==> src/core/bfau_pkg.sv <==
package bfau_pkg;
   localparam logic [7:0] ADDR_INDIRECT = 8'h00;
   localparam logic [7:0] ADDR_TIMER = 8'h01;
   localparam logic [7:0] ADDR_PCL = 8'h02;
   localparam logic [7:0] ADDR_STATUS = 8'h03;
   localparam logic [7:0] ADDR_POINTER = 8'h04;
   localparam logic [7:0] ADDR_PORT_A = 8'h05;
   localparam logic [7:0] ADDR_PORT_B = 8'h06;
   localparam logic [7:0] ADDR_PC_HIGH = 8'h0A;
   localparam logic [7:0] ADDR_INT_CTRL = 8'h0B;
   localparam logic [7:0] ADDR_PIR = 8'h0C;
   localparam logic [7:0] ADDR_CMP = 8'h1F;
   localparam logic [7:0] ADDR_OPTION = 8'h81;
   localparam logic [7:0] ADDR_DIR_A = 8'h85;
   localparam logic [7:0] ADDR_DIR_B = 8'h86;
   localparam logic [7:0] ADDR_PIE = 8'h8C;
   localparam logic [7:0] ADDR_RESET_CAUSE = 8'h8E;
   localparam logic [7:0] ADDR_VREF = 8'h9F;
   localparam logic [6:0] GPR_LOW_FIRST = 7'h20;
   localparam logic [6:0] GPR_LOW_LAST = 7'h6F;
   localparam logic [6:0] COMMON_FIRST = 7'h70;
   localparam logic [6:0] GPR_HIGH_LAST = 7'h3F;
   localparam logic [6:0] BANK_MASK = 7'h7F;
   localparam logic [7:0] BANK_HIGH_BASE = 8'h80;
   localparam int C_POS = 0;
   localparam int DC_POS = 1;
   localparam int Z_POS = 2;
   localparam int PD_POS = 3;
   localparam int TO_POS = 4;
   localparam int RP0_POS = 5;
   localparam logic [7:0] STATUS_RESET = 8'h18;
   localparam logic [7:0] STATUS_WRITE_MASK = 8'hE0;
   localparam logic [7:0] BYTE_ZERO = 8'h00;
   localparam logic [7:0] OPTION_RESET = 8'hFF;
   localparam logic [7:0] DIR_RESET = 8'hFF;

   typedef enum logic [3:0] {
      OP_NONE = 4'h0,
      OP_ADD = 4'h1,
      OP_SUB = 4'h2,
      OP_AND = 4'h3,
      OP_IOR = 4'h4,
      OP_XOR = 4'h5,
      OP_COMPLEMENT = 4'h6,
      OP_ROTATE_LEFT = 4'h7,
      OP_ROTATE_RIGHT = 4'h8,
      OP_NIBBLE_SWAP = 4'h9,
      OP_INCREMENT = 4'hA,
      OP_DECREMENT = 4'hB,
      OP_PASS = 4'hC,
      OP_ZEROING = 4'hD,
      OP_BIT_CLEAR = 4'hE,
      OP_BIT_SET = 4'hF
   } alu_op_t;
endpackage

==> src/core/bfau_alu.sv <==
module bfau_alu #(
   parameter int WIDTH = 8
) (
   input wire bfau_pkg::alu_op_t op,
   input wire logic [WIDTH-1:0] acc,
   input wire logic [WIDTH-1:0] opnd,
   input wire logic [2:0] bit_sel,
   input wire logic carry_in,
   output logic [WIDTH-1:0] result,
   output logic carry_out,
   output logic nibble_out,
   output logic zero_out,
   output logic affects_z,
   output logic affects_cdc
);
   logic [WIDTH:0] wide;
   logic [4:0] low;
   always_comb begin
      wide = '0;
      low = '0;
      result = opnd;
      carry_out = carry_in;
      nibble_out = 1'b0;
      affects_z = 1'b1;
      affects_cdc = 1'b0;
      case (op)
         bfau_pkg::OP_ADD: begin
            wide = {1'b0, opnd} + {1'b0, acc};
            low = {1'b0, opnd[3:0]} + {1'b0, acc[3:0]};
            result = wide[WIDTH-1:0];
            carry_out = wide[WIDTH];
            nibble_out = low[4];
            affects_cdc = 1'b1;
         end
         bfau_pkg::OP_SUB: begin
            // two's complement add: carry out is the inverted borrow
            wide = {1'b0, opnd} + {1'b0, ~acc} + {{WIDTH{1'b0}}, 1'b1};
            low = {1'b0, opnd[3:0]} + {1'b0, ~acc[3:0]} + 5'h01;
            result = wide[WIDTH-1:0];
            carry_out = wide[WIDTH];
            nibble_out = low[4];
            affects_cdc = 1'b1;
         end
         bfau_pkg::OP_AND: result = acc & opnd;
         bfau_pkg::OP_IOR: result = acc | opnd;
         bfau_pkg::OP_XOR: result = acc ^ opnd;
         bfau_pkg::OP_COMPLEMENT: result = ~opnd;
         bfau_pkg::OP_ROTATE_LEFT: begin
            result = {opnd[WIDTH-2:0], carry_in};
            carry_out = opnd[WIDTH-1];
            affects_z = 1'b0;
            affects_cdc = 1'b1;
         end
         bfau_pkg::OP_ROTATE_RIGHT: begin
            result = {carry_in, opnd[WIDTH-1:1]};
            carry_out = opnd[0];
            affects_z = 1'b0;
            affects_cdc = 1'b1;
         end
         bfau_pkg::OP_NIBBLE_SWAP: begin
            result = {opnd[3:0], opnd[WIDTH-1:4]};
            affects_z = 1'b0;
         end
         bfau_pkg::OP_INCREMENT: result = opnd + {{(WIDTH-1){1'b0}}, 1'b1};
         bfau_pkg::OP_DECREMENT: result = opnd - {{(WIDTH-1){1'b0}}, 1'b1};
         bfau_pkg::OP_PASS: result = opnd;
         bfau_pkg::OP_ZEROING: result = '0;
         bfau_pkg::OP_BIT_CLEAR: begin
            result = opnd & ~({{(WIDTH-1){1'b0}}, 1'b1} << bit_sel);
            affects_z = 1'b0;
         end
         bfau_pkg::OP_BIT_SET: begin
            result = opnd | ({{(WIDTH-1){1'b0}}, 1'b1} << bit_sel);
            affects_z = 1'b0;
         end
         default: affects_z = 1'b0;
      endcase
      // cdc-only flag ops never clear the flag through nibble_out default
      if (!affects_cdc) begin
         nibble_out = 1'b0;
      end
      zero_out = (result == '0);
   end
endmodule // bfau_alu

==> src/core/bfau_core.sv <==
// How it works
// - ALU works on 8-bit operands: add, subtract, rotate, logic.
// - Arithmetic is two's complement.
// - Two-operand ops use accumulator plus file or literal; single-operand use either.
// - Accumulator is 8 bits and has no data memory address.
// - ALU updates carry, nibble carry and zero flags per operation.
// - On subtract, carry and nibble carry are inverted borrows.
// - Status writes by flag-setting ops suppress flag bits; owned flags take ALU values, others hold.
// - Timeout and sleep flags ignore writes; only reset, sleep, watchdog clear, watchdog timeout.
// - Bit clear, bit set, nibble swap, accumulator store leave flags alone.
// - Status register appears identically at 03h and 83h.
// - Address zero is no storage; it redirects through the pointer.
// - Every special register, program counter low included, is file mapped.
// - Direct addressing via file field and indirect via pointer.
module bfau_core #(
   parameter bit COMMON_RAM = 1'b1,
   parameter bit HIGH_GPR = 1'b1
) (
   input wire logic core_clk,
   input wire logic reset_n,
   input wire logic exec_valid,
   input wire bfau_pkg::alu_op_t exec_op,
   input wire logic [6:0] file_addr,
   input wire logic use_literal,
   input wire logic [7:0] literal,
   input wire logic [2:0] bit_sel,
   input wire logic dest_file,
   input wire logic sleep_cmd,
   input wire logic watchdog_clear_cmd,
   input wire logic watchdog_timeout,
   input wire logic [7:0] timer_in,
   input wire logic [7:0] port_a_in,
   input wire logic [7:0] port_b_in,
   input wire logic [7:0] pc_low_in,
   output logic [7:0] accumulator,
   output logic [7:0] status_flags,
   output logic [7:0] read_data,
   output logic [7:0] write_data,
   output logic [7:0] write_addr,
   output logic write_ext,
   output logic [7:0] pc_high_latch,
   output logic [7:0] interrupt_control,
   output logic [7:0] option_config,
   output logic [7:0] indirect_pointer
);
   localparam logic [6:0] RAM_WORDS = 7'h60;

   logic [7:0] acc_q;
   logic [7:0] status_q;
   logic [7:0] pointer_q;
   logic [7:0] pc_high_q;
   logic [7:0] int_ctrl_q;
   logic [7:0] option_q;
   logic [7:0] read_q;
   logic [7:0] wdata_q;
   logic [7:0] waddr_q;
   logic wext_q;
   // low bank storage includes the sixteen bytes shared with the high bank
   logic [7:0] ram_low [0:RAM_WORDS-1];
   logic [7:0] ram_high [0:31];

   logic [7:0] eff_addr;
   logic [7:0] map_addr;
   logic [6:0] off;
   logic high_bank;
   logic [7:0] file_val;
   logic file_ok;
   logic [7:0] opnd;
   logic [7:0] alu_res;
   logic alu_c;
   logic alu_dc;
   logic alu_z;
   logic aff_z;
   logic aff_cdc;
   logic write_file;
   logic write_status;

   // indirect when the file field names address zero; bank bit for direct
   always_comb begin
      if (file_addr == bfau_pkg::ADDR_INDIRECT[6:0]) begin
         eff_addr = pointer_q;
      end else begin
         eff_addr = {status_q[bfau_pkg::RP0_POS], file_addr};
      end
      off = eff_addr[6:0];
      high_bank = eff_addr[7];
      // common ram: high bank top sixteen alias low bank
      if (COMMON_RAM && high_bank && off >= bfau_pkg::COMMON_FIRST) begin
         map_addr = {1'b0, off};
      end else begin
         map_addr = eff_addr;
      end
   end

   always_comb begin
      file_val = bfau_pkg::BYTE_ZERO;
      file_ok = 1'b1;
      case (map_addr[6:0])
         bfau_pkg::ADDR_INDIRECT[6:0]: file_ok = 1'b0; // pointer to itself reads zero
         bfau_pkg::ADDR_PCL[6:0]: file_val = pc_low_in;
         bfau_pkg::ADDR_STATUS[6:0]: file_val = status_q;
         bfau_pkg::ADDR_POINTER[6:0]: file_val = pointer_q;
         bfau_pkg::ADDR_PC_HIGH[6:0]: file_val = pc_high_q;
         bfau_pkg::ADDR_INT_CTRL[6:0]: file_val = int_ctrl_q;
         default: begin
            if (!map_addr[7]) begin
               case (map_addr[6:0])
                  bfau_pkg::ADDR_TIMER[6:0]: file_val = timer_in;
                  bfau_pkg::ADDR_PORT_A[6:0]: file_val = port_a_in;
                  bfau_pkg::ADDR_PORT_B[6:0]: file_val = port_b_in;
                  default: begin
                     if (map_addr[6:0] >= bfau_pkg::GPR_LOW_FIRST) begin
                        file_val = ram_low[7'(map_addr[6:0] - bfau_pkg::GPR_LOW_FIRST)];
                     end else begin
                        file_ok = 1'b0;
                     end
                  end
               endcase
            end else if (map_addr == bfau_pkg::ADDR_OPTION) begin
               file_val = option_q;
            end else if (HIGH_GPR && map_addr[6:0] >= bfau_pkg::GPR_LOW_FIRST
                         && map_addr[6:0] <= bfau_pkg::GPR_HIGH_LAST) begin
               file_val = ram_high[5'(map_addr[6:0] - bfau_pkg::GPR_LOW_FIRST)];
            end else begin
               file_ok = 1'b0;
            end
         end
      endcase
      opnd = use_literal ? literal : file_val;
   end

   bfau_alu #(
      .WIDTH(8)
   ) alu_i (
      .op(exec_op),
      .acc(acc_q),
      .opnd(opnd),
      .bit_sel(bit_sel),
      .carry_in(status_q[bfau_pkg::C_POS]),
      .result(alu_res),
      .carry_out(alu_c),
      .nibble_out(alu_dc),
      .zero_out(alu_z),
      .affects_z(aff_z),
      .affects_cdc(aff_cdc)
   );

   // accumulator store is a move of acc into a file: op none with dest_file
   logic [7:0] result_v;
   logic flag_op;
   assign result_v = (exec_op == bfau_pkg::OP_NONE) ? acc_q : alu_res;
   assign write_file = exec_valid && dest_file && !use_literal;
   assign write_status = write_file && map_addr[6:0] == bfau_pkg::ADDR_STATUS[6:0];
   // an op that owns any arithmetic flag blocks the byte write to all three
   assign flag_op = exec_valid && exec_op != bfau_pkg::OP_NONE && (aff_z || aff_cdc);

   always_ff @(posedge core_clk) begin
      if (!reset_n) begin
         acc_q <= bfau_pkg::BYTE_ZERO;
      end else if (exec_valid && !write_file) begin
         acc_q <= result_v;
      end
   end

   always_ff @(posedge core_clk) begin
      if (!reset_n) begin
         status_q <= bfau_pkg::STATUS_RESET;
      end else begin
         if (write_status) begin
            status_q[7:5] <= result_v[7:5];
         end
         if (exec_valid && aff_z && exec_op != bfau_pkg::OP_NONE) begin
            status_q[bfau_pkg::Z_POS] <= alu_z;
         end else if (write_status && !flag_op) begin
            status_q[bfau_pkg::Z_POS] <= result_v[bfau_pkg::Z_POS];
         end
         if (exec_valid && aff_cdc) begin
            status_q[bfau_pkg::C_POS] <= alu_c;
         end else if (write_status && !flag_op) begin
            status_q[bfau_pkg::C_POS] <= result_v[bfau_pkg::C_POS];
         end
         if (exec_valid && (exec_op == bfau_pkg::OP_ADD || exec_op == bfau_pkg::OP_SUB)) begin
            status_q[bfau_pkg::DC_POS] <= alu_dc;
         end else if (write_status && !flag_op) begin
            status_q[bfau_pkg::DC_POS] <= result_v[bfau_pkg::DC_POS];
         end
         if (watchdog_clear_cmd) begin
            status_q[bfau_pkg::TO_POS] <= 1'b1;
            status_q[bfau_pkg::PD_POS] <= 1'b1;
         end else if (sleep_cmd) begin
            status_q[bfau_pkg::TO_POS] <= 1'b1;
            status_q[bfau_pkg::PD_POS] <= 1'b0;
         end else if (watchdog_timeout) begin
            status_q[bfau_pkg::TO_POS] <= 1'b0;
         end
      end
   end

   always_ff @(posedge core_clk) begin
      if (!reset_n) begin
         pointer_q <= bfau_pkg::BYTE_ZERO;
         pc_high_q <= bfau_pkg::BYTE_ZERO;
         int_ctrl_q <= bfau_pkg::BYTE_ZERO;
         option_q <= bfau_pkg::OPTION_RESET;
      end else if (write_file) begin
         case (map_addr[6:0])
            bfau_pkg::ADDR_POINTER[6:0]: pointer_q <= result_v;
            bfau_pkg::ADDR_PC_HIGH[6:0]: pc_high_q <= result_v;
            bfau_pkg::ADDR_INT_CTRL[6:0]: int_ctrl_q <= result_v;
            default: begin
               if (map_addr == bfau_pkg::ADDR_OPTION) begin
                  option_q <= result_v;
               end
            end
         endcase
      end
   end

   // general purpose storage has no reset by design
   always_ff @(posedge core_clk) begin
      if (write_file && !map_addr[7] && map_addr[6:0] >= bfau_pkg::GPR_LOW_FIRST) begin
         ram_low[7'(map_addr[6:0] - bfau_pkg::GPR_LOW_FIRST)] <= result_v;
      end
      if (HIGH_GPR && write_file && map_addr[7] && map_addr[6:0] >= bfau_pkg::GPR_LOW_FIRST
          && map_addr[6:0] <= bfau_pkg::GPR_HIGH_LAST) begin
         ram_high[5'(map_addr[6:0] - bfau_pkg::GPR_LOW_FIRST)] <= result_v;
      end
   end

   // other registers (timer, ports, pcl, direction) live in neighbour blocks
   always_ff @(posedge core_clk) begin
      if (!reset_n) begin
         read_q <= bfau_pkg::BYTE_ZERO;
         wdata_q <= bfau_pkg::BYTE_ZERO;
         waddr_q <= bfau_pkg::BYTE_ZERO;
         wext_q <= 1'b0;
      end else begin
         read_q <= file_ok ? file_val : bfau_pkg::BYTE_ZERO;
         wdata_q <= result_v;
         waddr_q <= map_addr;
         wext_q <= write_file && map_addr[6:0] != bfau_pkg::ADDR_INDIRECT[6:0];
      end
   end

   assign accumulator = acc_q;
   assign status_flags = status_q;
   assign read_data = read_q;
   assign write_data = wdata_q;
   assign write_addr = waddr_q;
   assign write_ext = wext_q;
   assign pc_high_latch = pc_high_q;
   assign interrupt_control = int_ctrl_q;
   assign option_config = option_q;
   assign indirect_pointer = pointer_q;

   status_mirror_a: assert property (@(posedge core_clk) disable iff (!reset_n)
      exec_valid && !use_literal && exec_op == bfau_pkg::OP_PASS && map_addr[6:0] == bfau_pkg::ADDR_STATUS[6:0]
      |=> read_data == $past(status_q))
      else $error("status read differs between banks");
   flag_ro_a: assert property (@(posedge core_clk) disable iff (!reset_n)
      !sleep_cmd && !watchdog_clear_cmd && !watchdog_timeout |=> $stable(status_q[4:3]))
      else $error("timeout or sleep flag changed by a write");
   sub_borrow_a: assert property (@(posedge core_clk) disable iff (!reset_n)
      exec_valid && exec_op == bfau_pkg::OP_SUB |=> status_q[0] == ($past(opnd) >= $past(acc_q)))
      else $error("subtract carry is not the inverted borrow");
   zero_flag_a: assert property (@(posedge core_clk) disable iff (!reset_n)
      exec_valid && exec_op == bfau_pkg::OP_AND |=> status_q[2] == (($past(acc_q) & $past(opnd)) == 8'h00))
      else $error("zero flag wrong after logic op");
   bitop_flags_a: assert property (@(posedge core_clk) disable iff (!reset_n)
      exec_valid && (exec_op == bfau_pkg::OP_BIT_SET || exec_op == bfau_pkg::OP_NIBBLE_SWAP) && !write_status
      |=> $stable(status_q[2:0]))
      else $error("flag moved on a flag-neutral op");
   zero_write_a: assert property (@(posedge core_clk) disable iff (!reset_n)
      exec_valid && exec_op == bfau_pkg::OP_ZEROING && write_status |=> status_q[2] && status_q[7:5] == 3'h0)
      else $error("zeroing status did not set zero flag");
   // checks sample one edge after the taking edge; reset disables them
   unimpl_zero_a: assert property (@(posedge core_clk) disable iff (!reset_n)
      eff_addr inside {8'h07, 8'h08, 8'h09, 8'h0D, 8'h0E} |=> read_data == 8'h00)
      else $error("unimplemented address read nonzero");
   status_store_a: assert property (@(posedge core_clk) disable iff (!reset_n)
      exec_valid && exec_op == bfau_pkg::OP_NONE && write_status |=> status_q[2:0] == $past(acc_q[2:0]))
      else $error("accumulator store to status lost a flag bit");
   zero_keep_a: assert property (@(posedge core_clk) disable iff (!reset_n)
      exec_valid && exec_op == bfau_pkg::OP_ZEROING && write_status |=> status_q[1:0] == $past(status_q[1:0]))
      else $error("zeroing status overwrote carry bits");
   indirect_redirect_a: assert property (@(posedge core_clk) disable iff (!reset_n)
      write_file && file_addr == 7'h00 && !pointer_q[7] |=> write_addr == $past(pointer_q))
      else $error("indirect write not redirected through pointer");
   pc_high_latch_mirror_a: assert property (@(posedge core_clk) disable iff (!reset_n)
      write_file && exec_op == bfau_pkg::OP_NONE && file_addr == 7'h0A |=> pc_high_latch == $past(acc_q))
      else $error("pc high latch store lost");
   acc_keep_a: assert property (@(posedge core_clk) disable iff (!reset_n)
      write_file |=> $stable(acc_q))
      else $error("accumulator changed by file write");
   sleep_flag_a: assert property (@(posedge core_clk) disable iff (!reset_n)
      sleep_cmd && !watchdog_clear_cmd |=> status_q[4:3] == 2'b10)
      else $error("sleep did not set flags");
   cover_sub_c: cover property (@(posedge core_clk) exec_valid && exec_op == bfau_pkg::OP_SUB);
   cover_indirect_c: cover property (@(posedge core_clk) exec_valid && file_addr == 7'h00);
   cover_status_c: cover property (@(posedge core_clk) write_status);
   cover_high_bank_c: cover property (@(posedge core_clk) exec_valid && eff_addr[7]);
   cover_sleep_c: cover property (@(posedge core_clk) sleep_cmd);
endmodule // bfau_core

==> config.mk <==
export PLATFORM = sky130hd
export DESIGN_NAME = bfau_core
export DESIGN_NICKNAME = d
export VERILOG_FILES = /design/src/core/bfau_pkg.sv /design/src/core/bfau_alu.sv /design/src/core/bfau_core.sv
export SDC_FILE = /design/constraint.sdc
export NUM_CORES = 1
export LEC_CHECK = 0
export BUFFER_PORTS_ARGS = -buffer_cell sky130_fd_sc_hd__buf_2
export CELL_PAD_IN_SITES_DETAIL_PLACEMENT = 0
export CELL_PAD_IN_SITES_GLOBAL_PLACEMENT = 1
export CORE_ASPECT_RATIO = 0.8
export CORE_MARGIN = 10
export CORE_UTILIZATION = 32
export DETAILED_ROUTE_END_ITERATION = 10
export PLACE_DENSITY_LB_ADDON = 0.1
export SYNTH_ARGS = -nofsm -noshare
export SYNTH_HDL_FRONTEND = slang
export SYNTH_SLANG_ARGS = --single-unit
==> constraint.sdc <==
create_clock -name core_clk -period 17.7 [get_ports core_clk]
set_clock_uncertainty 0.05 [all_clocks]
set_input_delay 0.885 -clock core_clk [delete_from_list [all_inputs] [get_ports core_clk]]
set_output_delay 0.885 -clock core_clk [all_outputs]
set_load 0.1 [all_outputs]
==> impl_metrics.ini, run 1 <==
[run_status]
status = finished clean

[hold_path]
hold_class = input pin to register
hold_start = watchdog_clear_cmd
worstHoldPathCells = 2
hold_end = status_flags[3]

[layout]
design_area_um2 = 54700
fin_util_pct = 37.5
final_common_cell = edfxtp_1
fin_nets = 3930
final.fill_count = 14200
seq_area_um2 = 32200
drive_gt1_share_pct = 14.4
multi_input_area_um2 = 13900
area_growth_pct = 15.9
mostFrequentLayoutCells = edfxtp_1, nand2_1, nor2_1

[sta]
worst_slew_pin_slew_ps = 1380
period_needed_ps = 11550
slew_headroom_pct = 6.81
fmax_mhz = 86.6
grt_setup_unrepaired = no
whs_ps = 288
hold_violations = 0
setup_tns_ps = 0
slew_violations = 0
layout_setup_ws_ps = 6150
fin_crit_sh_pct = 65.2
setup_viol = 0

[clock_tree]
holdBufCountCts = 0
postCtsResizedCells = 0
clk_pin_slew_ps = 60
cts-root-buf = clkbuf_16
postCtsSetupRepairBufs = 0
cts.sinks = 1097
numCtsBuffers = 114
cts_tree = done
h-tree-depth = 3
cts_buffer_depth = 3
clk-insertion-delay-late_ps = 770

[global_route]
grt_max_degree = 120
grt_pass1_wl_um = 286000
grt_pass1_vias = 32100
antenna_found_initial = 10
track_usage_pct = 24.9
grt_overflow_total = 0

[logic_synthesis]
syn_area_per_cell_um2 = 12.9
ys_seq_elements = 1097
ys_top_cells_by_area = edfxtp_1, nand2_1, mux2i_1, dfxtp_1, a21oi_1
yosysTopAreaCell = edfxtp_1
syn-cell-area_um2 = 47200
ys.flop_type = edfxtp_1
synth_warnings = 0
seq_area_frac_synth_pct = 68.3
postSynthNetCount = 3745
synthDominantCellAreaShare_pct = 65.2
synth_cell_type_count = 97
async_reset_ff_share_pct = 0
synth_cells = 3651
synth_edf_count = 1024

[critical_path]
critPathRequiredTime_ps = 18060
crit_family = compound AO/OA/AOI/OAI gates
crit_path_frequent_cell = nor4_1
cp.arrival_ps = 11900
r2r_end = ram_low[52][6]
r2r_setup_slack_ps = 6150
max_stage_delay_ps = 720
crit_fanout = 86
crit_path_start_kind = register
crit_type = register to register
reg2reg_depth = 26
critPathSlowestCell = nor4_1
r2r-start = indirect_pointer[0]
path_buf_inv = 4
cp-end-kind = register

[die]
row_count = 125
start_util_pct = 32.3
die-height_um = 363
die_area_um2 = 163000
core-area_um2 = 146000
dieWidth_um = 449
io_pins = 135

[power]
peakVddDrop_mv = 0.0761
pwr_density_cell_nw_per_um2 = 115
power_leakage_nw = 18.3

[placement]
dp_hpwl_um = 142000
gp_congestion = 0.923
portBuffers = 134
placed_cell_area_um2 = 50800
pre_cts_slack_ps = 5990

[run]
maxCapViolations = 0

[detailed_routing]
totalWireLength_um = 211000
drc = 0
dr.pass1.iters = 5
wire_per_inst_um = 35.7
first_iter_violations = 4308
antenna_left = 0
via_per_inst = 5.81
vias = 34300
-- where the power goes --
part	total [W]	leakage, nW	switching, W	internal (W)
Sequential	0.00301	9.82	0.00000873	0.00300
Clock	0.00251	1.87	0.00108	0.00143
Combinational	0.000791	6.56	0.000645	0.000145
Total	0.00631	18.3	0.00173	0.00458
-- registers in the layout, indices dropped and copies added, names as in the netlist --
signal,flops
write_data,8
interrupt_control,8
write_addr,8
option_config,8
status_flags,8
accumulator,8
read_data,8
write_ext,1
indirect_pointer,8
ram_high,256
ram_low,768
pc_high_latch,8
-- stage by stage --
step	total power, W	instances
floorplan	0.00348	3651
global placement	0.00385	5687
detailed placement	0.00384	5687
CTS	0.00634	5902
global route	0.00648	5904
finish	0.00631	5906
-- Yosys cell counts, types with 11 or more instances --
library cell	n
edfxtp_1	1024
nand2_1	544
nor2_1	264
a21oi_1	224
mux2i_1	147
nand3_1	114
buf_2	94
clkbuf_1	94
nor3_1	79
dfxtp_1	73
o21ai_0	73
a211oi_1	64
a221oi_1	59
inv_1	57
a31oi_1	48
a32oi_1	42
buf_1	39
a22oi_1	34
nor4_1	34
o22ai_1	30
ha_1	29
nand4_1	28
nor2b_1	28
o211ai_1	28
o31ai_1	22
and2_1	17
a2bb2oi_1	15
and3_1	15
mux2_2	14
o2111ai_1	14
o221ai_1	14
a21o_1	13
nand2b_1	13
o2bb2ai_1	13
a311oi_1	12
a32o_1	12
buf_4	11
o21bai_1	11
-- kinds of logic after synthesis --
kind of cell	count (synthesis)	synth area share, %
AO/OA/AOI/OAI	862	13.0
multiplexers	165	3.62
adder cells (fa/ha/maj)	32	0.897
flip-flops	1097	68.3
AND/OR/NAND/NOR	1184	11.2
buffers and inverters	299	2.75
XOR/XNOR	12	0.223
-- layer usage --
layer	GRT usage (%)	up-vias	wire length, um	part of all wire (%)
met1	38.2	17900	100000	48
met2	35.3	1634	87300	41
met3	5.79	254	18600	8.8
li1	-	14500	-	-
met4	5.16	2	4630	2.2
met5	0	-	11	0.0052
-- cell type report --
| class | count | share of cell area (%) |
|---|---|---|
| diodes | 3 | 0.0137 |
| flip-flops and latches | 1097 | 58.9 |
| repair buffers | 309 | 3.77 |
| multi-input cells | 2255 | 25.4 |
| clock buffers | 143 | 5.61 |
| clock inverters | 72 | 1.37 |
| inverters | 59 | 0.428 |
| well taps | 1968 | 4.51 |
-- how the worst max path moves through the flow --
stage                        start             end  slack [ps]  cells past startpoint
4_1_cts        indirect_pointer[0]  ram_low[52][6]        6540                     26
3_5_place_dp          file_addr[2]  ram_low[27][6]        5990                     27
5_1_grt        indirect_pointer[0]  ram_low[52][6]        5850                     26
2_1_floorplan         file_addr[1]  ram_high[0][2]        8320                     26
6_report       indirect_pointer[0]  ram_low[52][6]        6150                     26
3_3_place_gp          file_addr[2]  ram_low[25][6]        6000                     27
(Power assumes the default switching activity.)
==> run 2, diff against run 1 <==
==> constraint.sdc (replaced) <==
create_clock -name core_clk -period 12 [get_ports core_clk]
set_clock_uncertainty 0.05 [all_clocks]
set_input_delay 0.6 -clock core_clk [delete_from_list [all_inputs] [get_ports core_clk]]
set_output_delay 0.6 -clock core_clk [all_outputs]
set_load 0.1 [all_outputs]
==> impl_metrics.ini, run 2 (synthesis results as in run 1) <==
[placement]
dp_hpwl_um = 149000
placedCellCount = 5727
placed_cell_area_um2 = 51200
gp_congestion = 0.935
portBuffers = 134

[power]
power_w = 0.00910
power_leakage_nw = 18.3
pwr_density_cell_nw_per_um2 = 166
peakVddDrop_mv = 0.109

[detailed_routing]
dr.pass1.iters = 5
dr_wl_met3_um = 19800
routed-wl-met2_um = 89900
totalWireLength_um = 218000
vias = 34800
top_layer = met5
drc = 0
m1WireLength_um = 103000
via_per_inst = 5.86
first_iter_violations = 4576
antenna_left = 0
wire_per_inst_um = 36.6

[run]
maxCapViolations = 0

[layout]
largest_reg_flops = 768
area_growth_pct = 16.1
drive_gt1_share_pct = 14.6
final.fill_count = 14200
fin_nets = 3971
multi_input_area_um2 = 13900
mostFrequentLayoutCells = edfxtp_1, nand2_1, nor2_1
final_common_cell = edfxtp_1
design_area_um2 = 54800
seq_area_um2 = 32200
fin_cells = 5938

[sta]
period_needed_ps = 10800
slew_headroom_pct = 1.85
fmax_mhz = 92.6
fin_crit_sh_pct = 90.0
grt_setup_unrepaired = no
worst_slew_pin_slew_ps = 1470
slew_violations = 0
setup_tns_ps = 0
hold_violations = 0
setup_viol = 0

[critical_path]
cp.arrival_ps = 11200
crit_type = input pin to register
r2r_end = ram_low[80][6]
crit_path_start_kind = input pin
crit_fanout = 71
critPathRequiredTime_ps = 12400
cp-end-kind = register
r2r-start = indirect_pointer[4]
r2r_setup_slack_ps = 1670
reg2reg_depth = 25

[die]
io_pins = 135
die_area_um2 = 163000
start_util_pct = 32.3
dieWidth_um = 449
core-area_um2 = 146000
die-height_um = 363
row_count = 125

[hold_path]
hold_end = status_flags[4]
worstHoldPathCells = 3
hold_class = input pin to register
hold_start = watchdog_timeout

[clock_tree]
clk_pin_slew_ps = 60
cts_buffer_depth = 3
numCtsBuffers = 114
cts.sinks = 1097
cts_tree = done
cts-root-buf = clkbuf_16
clk-insertion-delay-late_ps = 770
h-tree-depth = 3

[global_route]
track_usage_pct = 25.5
grt_pass1_wl_um = 291000
grt_pass1_vias = 32100
grt_max_degree = 129
grt_overflow_total = 0
antenna_found_initial = 10

[run_status]
status = finished clean
run 2: cell type report:
| cell class | count | share of cell area (%) |
|---|---|---|
| antenna | 2 | 0.00914 |
| clock buffer | 155 | 5.55 |
| clock inverter | 52 | 0.843 |
| inverter | 59 | 0.427 |
| multi-input combinational | 2255 | 25.3 |
| sequential | 1097 | 58.8 |
| tap | 1968 | 4.50 |
| timing repair buffer | 350 | 4.54 |
run 2: worst max path at each step:
stage	startpoint	end	slack [ps]	depth (start not counted)
2_1_floorplan	indirect_pointer[1]	ram_high[0][2]	2850	25
3_3_place_gp	file_addr[2]	ram_high[10][6]	800	26
3_5_place_dp	file_addr[2]	ram_high[3][6]	740	26
4_1_cts	file_addr[2]	ram_low[87][6]	1520	26
5_1_grt	file_addr[2]	ram_high[5][6]	1190	27
6_report	file_addr[2]	ram_low[80][6]	1200	26
run 2: per-stage QoR:
step	setup slack (ps)	hold WS, ps	util, %
floorplan	2850	581	-
global placement	801	452	35.2
detailed placement	741	462	35.2
CTS	1520	65.9	37.6
global route	1190	94.3	37.6
finish	1200	113	37.6
run 2: timing repair:
item                                    4_1_cts  5_1_grt
endpoints found under the setup margin        0        0
hold buffers                                  2        0
setup buffers                                 0        0
endpoints found under the hold margin         2        0
gates resized for setup                       0        0
run 2: critical path, stage by stage:
cell	delay (ps)
buf_2	330
nor4_2	790
a31o_2	600
inv_1	120
ha_1	290
o21bai_1	480
nor3_1	980
o221ai_1	410
a211oi_1	1200
nor4_1	240
buf_4	230
o41ai_4	690
ha_1	390
a21oi_1	260
o21bai_1	110
a21oi_1	180
xor2_1	230
o221ai_1	280
a2111oi_0	440
o31ai_1	140
a31oi_1	250
nand3_1	110
a311oi_1	510
mux2_2	460
inv_4	360
buf_4	410
run 2: routing by layer:
| metal | global-route usage (%) | up-vias |
|---|---|---|
| met2 | 36.2 | 1736 |
| met1 | 39.3 | 18300 |
| met3 | 5.78 | 225 |
| met4 | 5.39 | 4 |
| met5 | 0 | - |
| li1 | - | 14600 |
run 2: where the power goes:
part	internal (W)	switching [W]
registers	0.00443	0.0000125
logic	0.000239	0.000976
clock network	0.00188	0.00157
